`config.mk`:
```
export PLATFORM = sky130hd
export DESIGN_NAME = stimulus_port_enable_trigger
export DESIGN_NICKNAME = d
export VERILOG_FILES = /design/src/pkg/stim_gate_pkg.sv /design/src/design/stimulus_port_enable_trigger.sv
export VERILOG_INCLUDE_DIRS = /design/src /design/src/pkg
export SDC_FILE = /design/constraint.sdc
export NUM_CORES = 1
export LEC_CHECK = 0
export ABC_AREA = 1
export BUFFER_PORTS_ARGS = -buffer_cell sky130_fd_sc_hd__buf_2
export CAP_MARGIN = 10
export CORE_ASPECT_RATIO = 1.1
export CORE_UTILIZATION = 40
export DETAILED_ROUTE_END_ITERATION = 8
export HOLD_SLACK_MARGIN = 0.1
export PLACE_DENSITY_LB_ADDON = 0.2
export SLEW_MARGIN = 10
export SYNTH_ARGS = -nofsm -noshare
export SYNTH_HDL_FRONTEND = slang
export SYNTH_SLANG_ARGS = --single-unit
```
`constraint.sdc`:
```
create_clock -name clock -period 2.05 [get_ports clock]
set_clock_uncertainty 0.05 [all_clocks]
set_input_delay 0.3075 -clock clock [delete_from_list [all_inputs] [get_ports clock]]
set_output_delay 0.3075 -clock clock [all_outputs]
set_load 0.02 [all_outputs]
```
`src/pkg/stim_gate_regs.svh`:
```
`ifndef STIM_GATE_REGS_SVH
`define STIM_GATE_REGS_SVH

// ------------------------------------------------------------
// Register offsets (byte addresses)
// ------------------------------------------------------------
`define STIM_FIRST_OFS 12'h000
`define STIM_LAST_OFS 12'h07c
`define PORT_EN_OFS 12'he00
`define TRIG_EN_OFS 12'he20
`define PORT_SEL_OFS 12'he60
`define FEAT2_OFS 12'hea4

// ------------------------------------------------------------
// Configuration
// ------------------------------------------------------------
`define NUM_PORTS 64
`define BASIC_PORTS 32
`define HAS_BASIC 1'b1
`define HAS_TRIG 1'b1
`define PORT_SEL_PRESENT (`NUM_PORTS > `BASIC_PORTS)
`define MASK_IMPL 32'hffff_ffff

// ------------------------------------------------------------
// Field layouts
// ------------------------------------------------------------
`define READY_BIT 0
`define FEAT2_BASIC_BIT 0
`define FEAT2_TRIG_BIT 1
`define MODE_LSB 0
`define MODE_W 2
`define GROUP_LSB 20
`define GROUP_W 12
`define MODE_NONE 2'h0
`define MODE_TRIG 2'h1
`define MODE_RSVD 2'h2
`define MODE_BOTH 2'h3
`define MASTER_ZERO 16'h0000

// ------------------------------------------------------------
// Reset values
// ------------------------------------------------------------
`define PORT_EN_RST 32'h0000_0000
`define TRIG_EN_RST 32'h0000_0000
`define MODE_RST 2'h0
`define GROUP_RST 12'h000

`endif

```
`src/pkg/stim_gate_pkg.sv`:
```
package stim_gate_pkg;

    // APB request from the master
    typedef struct packed {
        logic [11:0] paddr;
        logic psel;
        logic penable;
        logic pwrite;
        logic [31:0] pwdata;
    } apb_req_t;

    // APB answer to the master
    typedef struct packed {
        logic [31:0] prdata;
        logic pready;
        logic pslverr;
    } apb_rsp_t;

    // One forwarded stimulus write
    typedef struct packed {
        logic valid;
        logic [15:0] master;
        logic [4:0] port;
        logic [31:0] data;
        logic marked;
        logic timestamped;
        logic trigger;
    } trace_write_t;

    // Whole state of the block
    typedef struct packed {
        logic [31:0] portEn;
        logic [31:0] trigEn;
        logic [1:0] selMode;
        logic [11:0] groupSel;
        logic [31:0] rdata;
        trace_write_t trace;
    } state_t;

endpackage

```
`src/design/stimulus_port_enable_trigger.sv`:
```
`timescale 1ns/1ps
`include "stim_gate_regs.svh"

module stimulus_port_enable_trigger
(
    // Clock and reset
    input wire logic clock,
    input wire logic reset,
    // Register bus
    input stim_gate_pkg::apb_req_t apbReq,
    output stim_gate_pkg::apb_rsp_t apbRsp,
    // Trace side
    input wire logic traceReady,
    output stim_gate_pkg::trace_write_t traceOut
);

    // ------------------------------------------------------------
    // State
    // ------------------------------------------------------------
    stim_gate_pkg::state_t s_q;
    stim_gate_pkg::state_t s_d;

    logic setupPhase;
    logic accessPhase;
    logic inStim;
    logic [4:0] portIdx;
    logic portOn;
    logic trigOn;
    logic writeOk;
    logic [31:0] rdNext;
    logic [11:0] wordAddr;

    // ------------------------------------------------------------
    // Decode
    // ------------------------------------------------------------
    always_comb
    begin
        setupPhase = apbReq.psel && !apbReq.penable;
        accessPhase = apbReq.psel && apbReq.penable;
        wordAddr = {apbReq.paddr[11:2], 2'h0};
        // Lock state never gates this window
        inStim = `HAS_BASIC && (wordAddr <= `STIM_LAST_OFS);
        portIdx = wordAddr[6:2];
    end

    // ------------------------------------------------------------
    // Port gating
    // ------------------------------------------------------------
    // Basic ports all sit in group zero of the extended space
    always_comb
    begin
        // Mode zero and one leave the enable mask on every group
        portOn = s_q.portEn[portIdx];
        if (s_q.selMode == `MODE_BOTH)
        begin
            portOn = portOn && (s_q.groupSel == `GROUP_RST);
        end
        trigOn = s_q.trigEn[portIdx] && portOn;
        if (s_q.selMode != `MODE_NONE)
        begin
            trigOn = trigOn && (s_q.groupSel == `GROUP_RST);
        end
        // Readiness needs the port on and room downstream
        writeOk = portOn && traceReady;
    end

    // ------------------------------------------------------------
    // Read mux
    // ------------------------------------------------------------
    always_comb
    begin
        rdNext = 32'h0000_0000;
        if (inStim)
        begin
            rdNext[`READY_BIT] = writeOk;
        end
        else
        begin
            unique case (wordAddr)
                `PORT_EN_OFS:
                begin
                    rdNext = s_q.portEn;
                end
                `TRIG_EN_OFS:
                begin
                    // Absent mask reads as zero
                    rdNext = `HAS_TRIG ? s_q.trigEn : 32'h0000_0000;
                end
                `PORT_SEL_OFS:
                begin
                    if (`PORT_SEL_PRESENT)
                    begin
                        rdNext[`MODE_LSB +: `MODE_W] = s_q.selMode;
                        rdNext[`GROUP_LSB +: `GROUP_W] = s_q.groupSel;
                    end
                end
                `FEAT2_OFS:
                begin
                    rdNext[`FEAT2_BASIC_BIT] = `HAS_BASIC;
                    rdNext[`FEAT2_TRIG_BIT] = `HAS_TRIG;
                end
                default:
                begin
                    // Reserved space reads zero
                    rdNext = 32'h0000_0000;
                end
            endcase
        end
    end

    // ------------------------------------------------------------
    // Next state
    // ------------------------------------------------------------
    always_comb
    begin
        s_d = s_q;
        // Forwarded write is a one-cycle pulse
        s_d.trace = '0;

        // Capture read data in setup so prdata comes from a flop
        if (setupPhase)
        begin
            s_d.rdata = rdNext;
        end

        if (accessPhase && apbReq.pwrite)
        begin
            if (inStim)
            begin
                // Refused writes vanish without trace
                if (writeOk)
                begin
                    s_d.trace.valid = 1'b1;
                    s_d.trace.master = `MASTER_ZERO;
                    s_d.trace.port = portIdx;
                    s_d.trace.data = apbReq.pwdata;
                    s_d.trace.marked = 1'b1;
                    s_d.trace.timestamped = 1'b1;
                    s_d.trace.trigger = trigOn;
                end
            end
            else
            begin
                unique case (wordAddr)
                    `PORT_EN_OFS:
                    begin
                        // Unimplemented bits stay zero
                        s_d.portEn = apbReq.pwdata & `MASK_IMPL;
                    end
                    `TRIG_EN_OFS:
                    begin
                        if (`HAS_TRIG)
                        begin
                            // Same width handling as enable
                            s_d.trigEn = apbReq.pwdata & `MASK_IMPL;
                        end
                    end
                    `PORT_SEL_OFS:
                    begin
                        if (`PORT_SEL_PRESENT)
                        begin
                            s_d.groupSel = apbReq.pwdata[`GROUP_LSB +: `GROUP_W];
                            // Reserved mode keeps old value, avoids undefined gating
                            if (apbReq.pwdata[`MODE_LSB +: `MODE_W] != `MODE_RSVD)
                            begin
                                s_d.selMode = apbReq.pwdata[`MODE_LSB +: `MODE_W];
                            end
                        end
                    end
                    default:
                    begin
                        // Read-only and reserved locations ignore writes
                        s_d.selMode = s_q.selMode;
                    end
                endcase
            end
        end
    end

    // ------------------------------------------------------------
    // Registers
    // ------------------------------------------------------------
    always_ff @(posedge clock)
    begin
        if (reset)
        begin
            s_q.portEn <= `PORT_EN_RST;
            s_q.trigEn <= `TRIG_EN_RST;
            s_q.selMode <= `MODE_RST;
            s_q.groupSel <= `GROUP_RST;
            s_q.rdata <= 32'h0000_0000;
            s_q.trace <= '0;
        end
        else
        begin
            s_q <= s_d;
        end
    end

    // ------------------------------------------------------------
    // Outputs
    // ------------------------------------------------------------
    // Zero wait states: every access phase completes at once
    assign apbRsp.pready = 1'b1;
    assign apbRsp.pslverr = 1'b0;
    assign apbRsp.prdata = s_q.rdata;
    assign traceOut = s_q.trace;

endmodule

```
==> impl_results.md, run 1 <==
* Synth top area cells: dfxtp_1, nand2_1, buf_4
* Internal at 4.65 mW
* Psw at 1.42 mW
* Final Hold Viols at 0
* First-pass GRT wire length at 29.1 mm
* Vias/cell at 4.78
* Post-CTS setup repair buffer count at 0
* CTS Hold Bufs at 23
* Synth-to-Final Area Change at 17.1%
* Flop-to-flop setup slack at 0.36 ns
* 1st-iter DRT viols at 407
* Vias at 5946
* Tot GR Track Use at 0.212
* Slew Limit Fails at 0
* Startpoint types: register
* Peak supply drop at 0.523 mV
* Layout cells sized above 1 at 0.209
* Sequential share of the synthesized area at 0.434
* DRT Pass-1 Iters at 5
* Pleak at 3.63 nW
* Largest net degree at the start of global routing at 65
* Final setup viols at 0
* Mapped Area at 6870 sq um
* Leading cell types in the layout, fill and taps excluded: nand2_1, dfxtp_1, buf_2, nor2_1, inv_1
* Worst Path Max Fanout at 38
* CTS resizes at 0
* Slew HR at 0.512
* Gpl congestion at 0.896
* Number of global-route vias before repair at 5634
* Clk sinks at 149
* Leading cell type in the layout, fill and taps excluded: nand2_1
* Placement Rows at 49
* Clk network pwr share at 0.460
* Part of the power in registers at 0.477
* Worst setup margin at 0.360 ns
* Max-cap violations at 0
* H-Tree Depth at 4
* F_max at 0.592 GHz
* Comb power frac at 0.063
* DRC at 0
* Tmin final at 1.69 ns
* Req. time, crit path at 2.36 ns
* Fin crit share at 0.824
* Port bufs at 120
* I/O Pins at 141
* WL/cell at 14.4 um
* Initial antenna violation count at 3
* Synth top area share at 0.434
* Die W at 127 um
* Final net count at 1077
* Die ar. at 17700 sq um
* Yosys Warn Count at 0
* Outcome: finished, final reports clean
* Post-DRT Antenna Nets at 0
* Power density over the cells at 754 nW/um^2
* Syn avg cell area at 7.27 sq um
* Worst min-delay path category: input port to register
* Flops & latches, synth at 149
* Initial core utilization at 0.415
* Final setup TNS at 0 ns
* Global route total overflow at 0
* Die span in y at 139 um
* Unrepaired setup endpoints after global routing: false
* CTS tree: yes
* Setup slack after placement at 0.0572 ns
* Total CTS buffers at 17
* Worst-margin pin slew at 0.732 ns
* Net Sw Frac at 0.234
* Clk Latency, worst-skew pair at 0.43 ns
* Arr. time, crit path at 2.00 ns
* Clock root cell: clkbuf_16
* Cell variety after synth at 28
* Setup CP Type: register to register
* Post-synth top area cell: dfxtp_1
* Cells after Synth at 945
* Overall routed net length at 17.9 mm
* Maximum buffer depth of the clock tree at 2
* CTS clk-pin slew, worst paths at 0.06 ns
* Critical Path Sink Type: register
* Final HPWL DP at 12.7 mm
* Core area at 16600 sq um
-- sequential cells by signal, summed over array words and instances, names as in the netlist --
register / count
apbRsp: 32
s_q: 78
traceOut: 39
-- through the flow --
step	instance area (sq um)	util	total power [mW]	hold slack, ns	instances
after floorplan	6930	-	3.19	0.396	961
after global placement	7280	0.440	3.31	0.402	1189
after detailed placement	7280	0.440	3.31	0.404	1189
after CTS	8040	0.486	6.14	0.100	1242
after global routing	8040	0.486	6.30	0.121	1242
final	8050	0.486	6.07	0.111	1245
-- critical path, stage by stage, from the launching register on --
cell	delay, ns
dfxtp_1	0.34
nor2_1	0.14
nand4_1	0.10
nor2_1	0.24
nor2_1	0.11
nor2_1	0.12
nand4_1	0.17
buf_12	0.25
nor2_1	0.11
-- worst paths after layout --
kind | startpoint | end | depth (start not counted)
worst max-delay path | s_q[100] | traceOut[24] | 8
worst min-delay path | apbReq[31] | traceOut[34] | 3
worst min register to register | apbRsp[16] | apbRsp[16] | 2
worst max register to register | s_q[100] | traceOut[24] | 8
-- area by class of cell --
| cell class | instances | area (sq um) |
|---|---|---|
| Clock inverter | 9 | 56.3 |
| Inverter | 92 | 349 |
| Sequential cell | 149 | 2980 |
| Multi-Input combinational cell | 582 | 2670 |
| Antenna cell | 3 | 7.51 |
| Clock buffer | 21 | 470 |
| Fill cell | 1714 | 8500 |
| Tap cell | 204 | 255 |
| Timing Repair Buffer | 185 | 1260 |
-- metal layers --
layer / routed length, um / share of wire / GRT usage / vias up
li1: - / - / - / 3083
met2: 7990 / 0.45 / 0.332 / 156
met1: 8710 / 0.49 / 0.286 / 2689
met4: 246 / 0.014 / 0.0752 / 0
met3: 924 / 0.052 / 0.0481 / 18
met5: 0 / 0 / 0 / -
-- synthesized netlist by cell type (all sizes together) --
cell    number
nand2      231
dfxtp      149
buf        122
nor2       104
inv         90
a21oi       78
o21ai       66
a211oi      32
nand3       29
clkbuf      16
nand4        8
o211ai       7
o221ai       5
clkinv       2
conb         2
nor3         2
o21bai       1
o22ai        1
-- power groups by stage --
stage / combinational [mW] / sequential (mW) / clock, mW
floorplan: 0.234 / 2.96 / 0
global placement: 0.348 / 2.96 / 0
detailed placement: 0.347 / 2.96 / 0
CTS: 0.381 / 2.90 / 2.86
global route: 0.424 / 2.89 / 2.98
finish: 0.381 / 2.90 / 2.79
-- cells by family (layout without fill, tap and decap cells) --
family,count (synthesis),in the layout,share of synthesized area
compound gates,190,190,0.156
buf+inv,230,307,0.186
flops,149,149,0.434
other cells,2,21,0.00109
simple gates,374,374,0.223
Power figures use the tool's default switching activity.
==> run 2: changes to the inputs <==
clock period = 1.6 ns   (was 2.05 ns; I/O delays follow)
==> run 2 against run 1 <==
The flow now finishes with violations (setup timing). Critical path depth increased by 1. Critical endpoint is now traceOut[5]. Hold slack improved by 0.044 ns. Final area increased by 6.0%. Setup slack got worse by 0.39 ns. Count of clock-buffer cells in the layout decreased by 1. Maximum frequency increased by 3.7%. Die area unchanged. Final cell count increased by 3.5%.
==> impl_results.md, run 2 (synthesized netlist as in run 1, its figures left out) <==
* Worst-margin pin slew at 0.741 ns (+0.00873 ns)
* Largest net degree at the start of global routing at 65 (unchanged)
* Worst-path cell chain: nor2_4 -> nand4_1 -> nor2_2 -> nor2_2 -> nor2_1 -> nand4_1 -> buf_6 -> buf_12 -> nor2_1
* Total Power at 8.08 mW (+33%)
* CP max stage delay at 0.33 ns (about the same)
* Core area at 16600 sq um (unchanged)
* Leading cell type in the layout, fill and taps excluded: nand2_1
* Critical Path Sink Type: register
* Layout cells sized above 1 at 0.247 (+0.0382)
* DRC at 0 (unchanged)
* Synth-to-Final Area Change at 24.2%
* Post-DRT Antenna Nets at 0 (unchanged)
* 1st-iter DRT viols at 356 (-13%)
* H-Tree Depth at 4 (unchanged)
* N_diodes at 0 (-3)
* Flop-to-flop setup slack at -0.03 ns (-0.39 ns)
* Placement Rows at 49 (unchanged)
* Unrepaired setup endpoints after global routing: true
* DRT Pass-1 Iters at 5 (unchanged)
* F_max at 0.614 GHz (+3.7%)
* Setup CP Type: register to register
* I/O Pins at 141 (unchanged)
* Clk Latency, worst-skew pair at 0.43 ns (about the same)
* Placed insts at 1223 (+2.9%)
* CTS clk-pin slew, worst paths at 0.06 ns (about the same)
* Max reg flops at 78 (unchanged)
* Setup slack after placement at -0.236 ns (-0.293 ns)
* Pleak at 3.88 nW (+7.1%)
* Maximum buffer depth of the clock tree at 2 (unchanged)
* Gpl congestion at 0.901 (+0.47%)
* Final net count at 1123 (+4.3%)
* Overall routed net length at 18.9 mm (+5.6%)
* Number of global-route vias before repair at 5797 (+2.9%)
* Worst setup margin at -0.0296 ns (-0.389 ns)
* Initial antenna violation count at 2 (-1)
* Worst reg2reg endpoint: traceOut[5]
* Failing checks: setup timing
* Worst min-delay path category: input port to register
* CTS tree: yes
* Fin crit share at 1.02 (+0.194)
* Tmin final at 1.63 ns (-0.0605 ns)
* Final HPWL DP at 13.7 mm (+7.8%)
* WHS Path Cells at 4 (+1)
* CP max-delay cell: dfxtp_2
* Final setup TNS at -0.291 ns (-0.291 ns)
* Port bufs at 120 (unchanged)
* Design area at 8530 sq um (+6.0%)
* Vias at 6149 (+3.4%)
* Startpoint types: register
* Final setup viols at 19 (+19)
* Reg2Reg Depth at 9 (+1)
* First-pass GRT wire length at 30.5 mm (+4.6%)
* Die span in y at 139 um (unchanged)
* Dpl cell area at 7540 sq um (+3.5%)
* Arr. time, crit path at 1.94 ns (-0.06 ns)
* Req. time, crit path at 1.91 ns (-0.45 ns)
* Final Hold Viols at 0 (unchanged)
* Slew HR at 0.506 (-0.00582)
* Slew Limit Fails at 0 (unchanged)
* Clk sinks at 149 (unchanged)
* WHS Endpoint: traceOut[37]
* Power density over the cells at 948 nW/um^2 (+26%)
* Leading cell types in the layout, fill and taps excluded: nand2_1, dfxtp_1, buf_2, inv_1, nor2_1
* Outcome: finished with violations
* Max-cap violations at 0 (unchanged)
* Non-Filler Instances at 1288 (+3.5%)
* Die ar. at 17700 sq um (unchanged)
* WL/cell at 14.6 um (+2.1%)
* Total CTS buffers at 17 (unchanged)
* Peak supply drop at 0.696 mV (+33%)
* Vias/cell at 4.77 (about the same)
* Initial core utilization at 0.415 (unchanged)
* Worst r2r src: s_q[90]
* Worst Hold Launch: apbReq[39]
* Tot GR Track Use at 0.223 (+0.0110)
* Global route total overflow at 0 (unchanged)
* Worst Path Max Fanout at 9 (-76%)
* Die W at 127 um (unchanged)
* Clock root cell: clkbuf_16
* Largest register by flop count: s_q
[run 2: changes by cell type in the layout (fill, tap and decap cells not counted), moves of 5 or more]
cell and change:
nor2_4 +5, nor2_2 +5, dlygate4sd3_1 +9, nor2_1 -10
buf_4 +32
[run 2: critical path: cells and delay by family (launching register included)]
| kind | cells | cell delay [ns] |
|---|---|---|
| buffers and inverters | 2 | 0.34 |
| and+or+nand+nor | 7 | 0.84 |
| DFF | 1 | 0.33 |
[run 2: what timing repair did]
action	CTS	global route
resized for setup	2	27
setup endpoints to repair	39	40
buffers inserted	0	2
cloned	0	1
pin swaps	0	8
hold buffers	32	0
endpoints found under the hold margin	103	0
[run 2: worst max path at each step]
stage,startpoint,endpoint,slack (ns),depth (start not counted)
after floorplan,apbReq[37],traceOut[35],0.02,14
after global placement,apbReq[38],traceOut[0],-0.21,13
after detailed placement,apbReq[38],traceOut[19],-0.24,13
after CTS,s_q[89],traceOut[23],-0.04,8
after global routing,s_q[136],traceOut[7],-0.12,12
final,s_q[90],traceOut[5],-0.03,9
[run 2: through the flow]
step	hold WS (ns)	utilization
after floorplan	0.332	-
after global placement	0.401	0.455
after detailed placement	0.402	0.455
after CTS	0.144	0.509
after global routing	0.187	0.515
final	0.155	0.515
[run 2: per-layer routing]
layer / part of all wire / wire length (um) / GRT usage / vias up
li1: - / - / - / 3175
met2: 0.46 / 8700 / 0.350 / 165
met3: 0.053 / 999 / 0.0538 / 23
met4: 0.018 / 337 / 0.0896 / 2
met5: 0.00058 / 11 / 0 / -
met1: 0.47 / 8820 / 0.293 / 2784
[run 2: cell type report]
cell class                 count  area (sq um)
clock buffer                  20           457
fill                        1661          8020
inverter                      92           349
clock inverter                10           106
tap                          204           255
sequential                   149          2990
timing repair buffer         231          1660
multi-input combinational    582          2720
[run 2: power breakdown]
part           leakage (nW)  total (mW)  switching, mW  internal, mW
clock network         0.281        3.83           1.49          2.34
registers              1.20        3.71       0.000322          3.71
logic                  2.40       0.542          0.326         0.216
total                  3.88        8.08           1.81          6.27
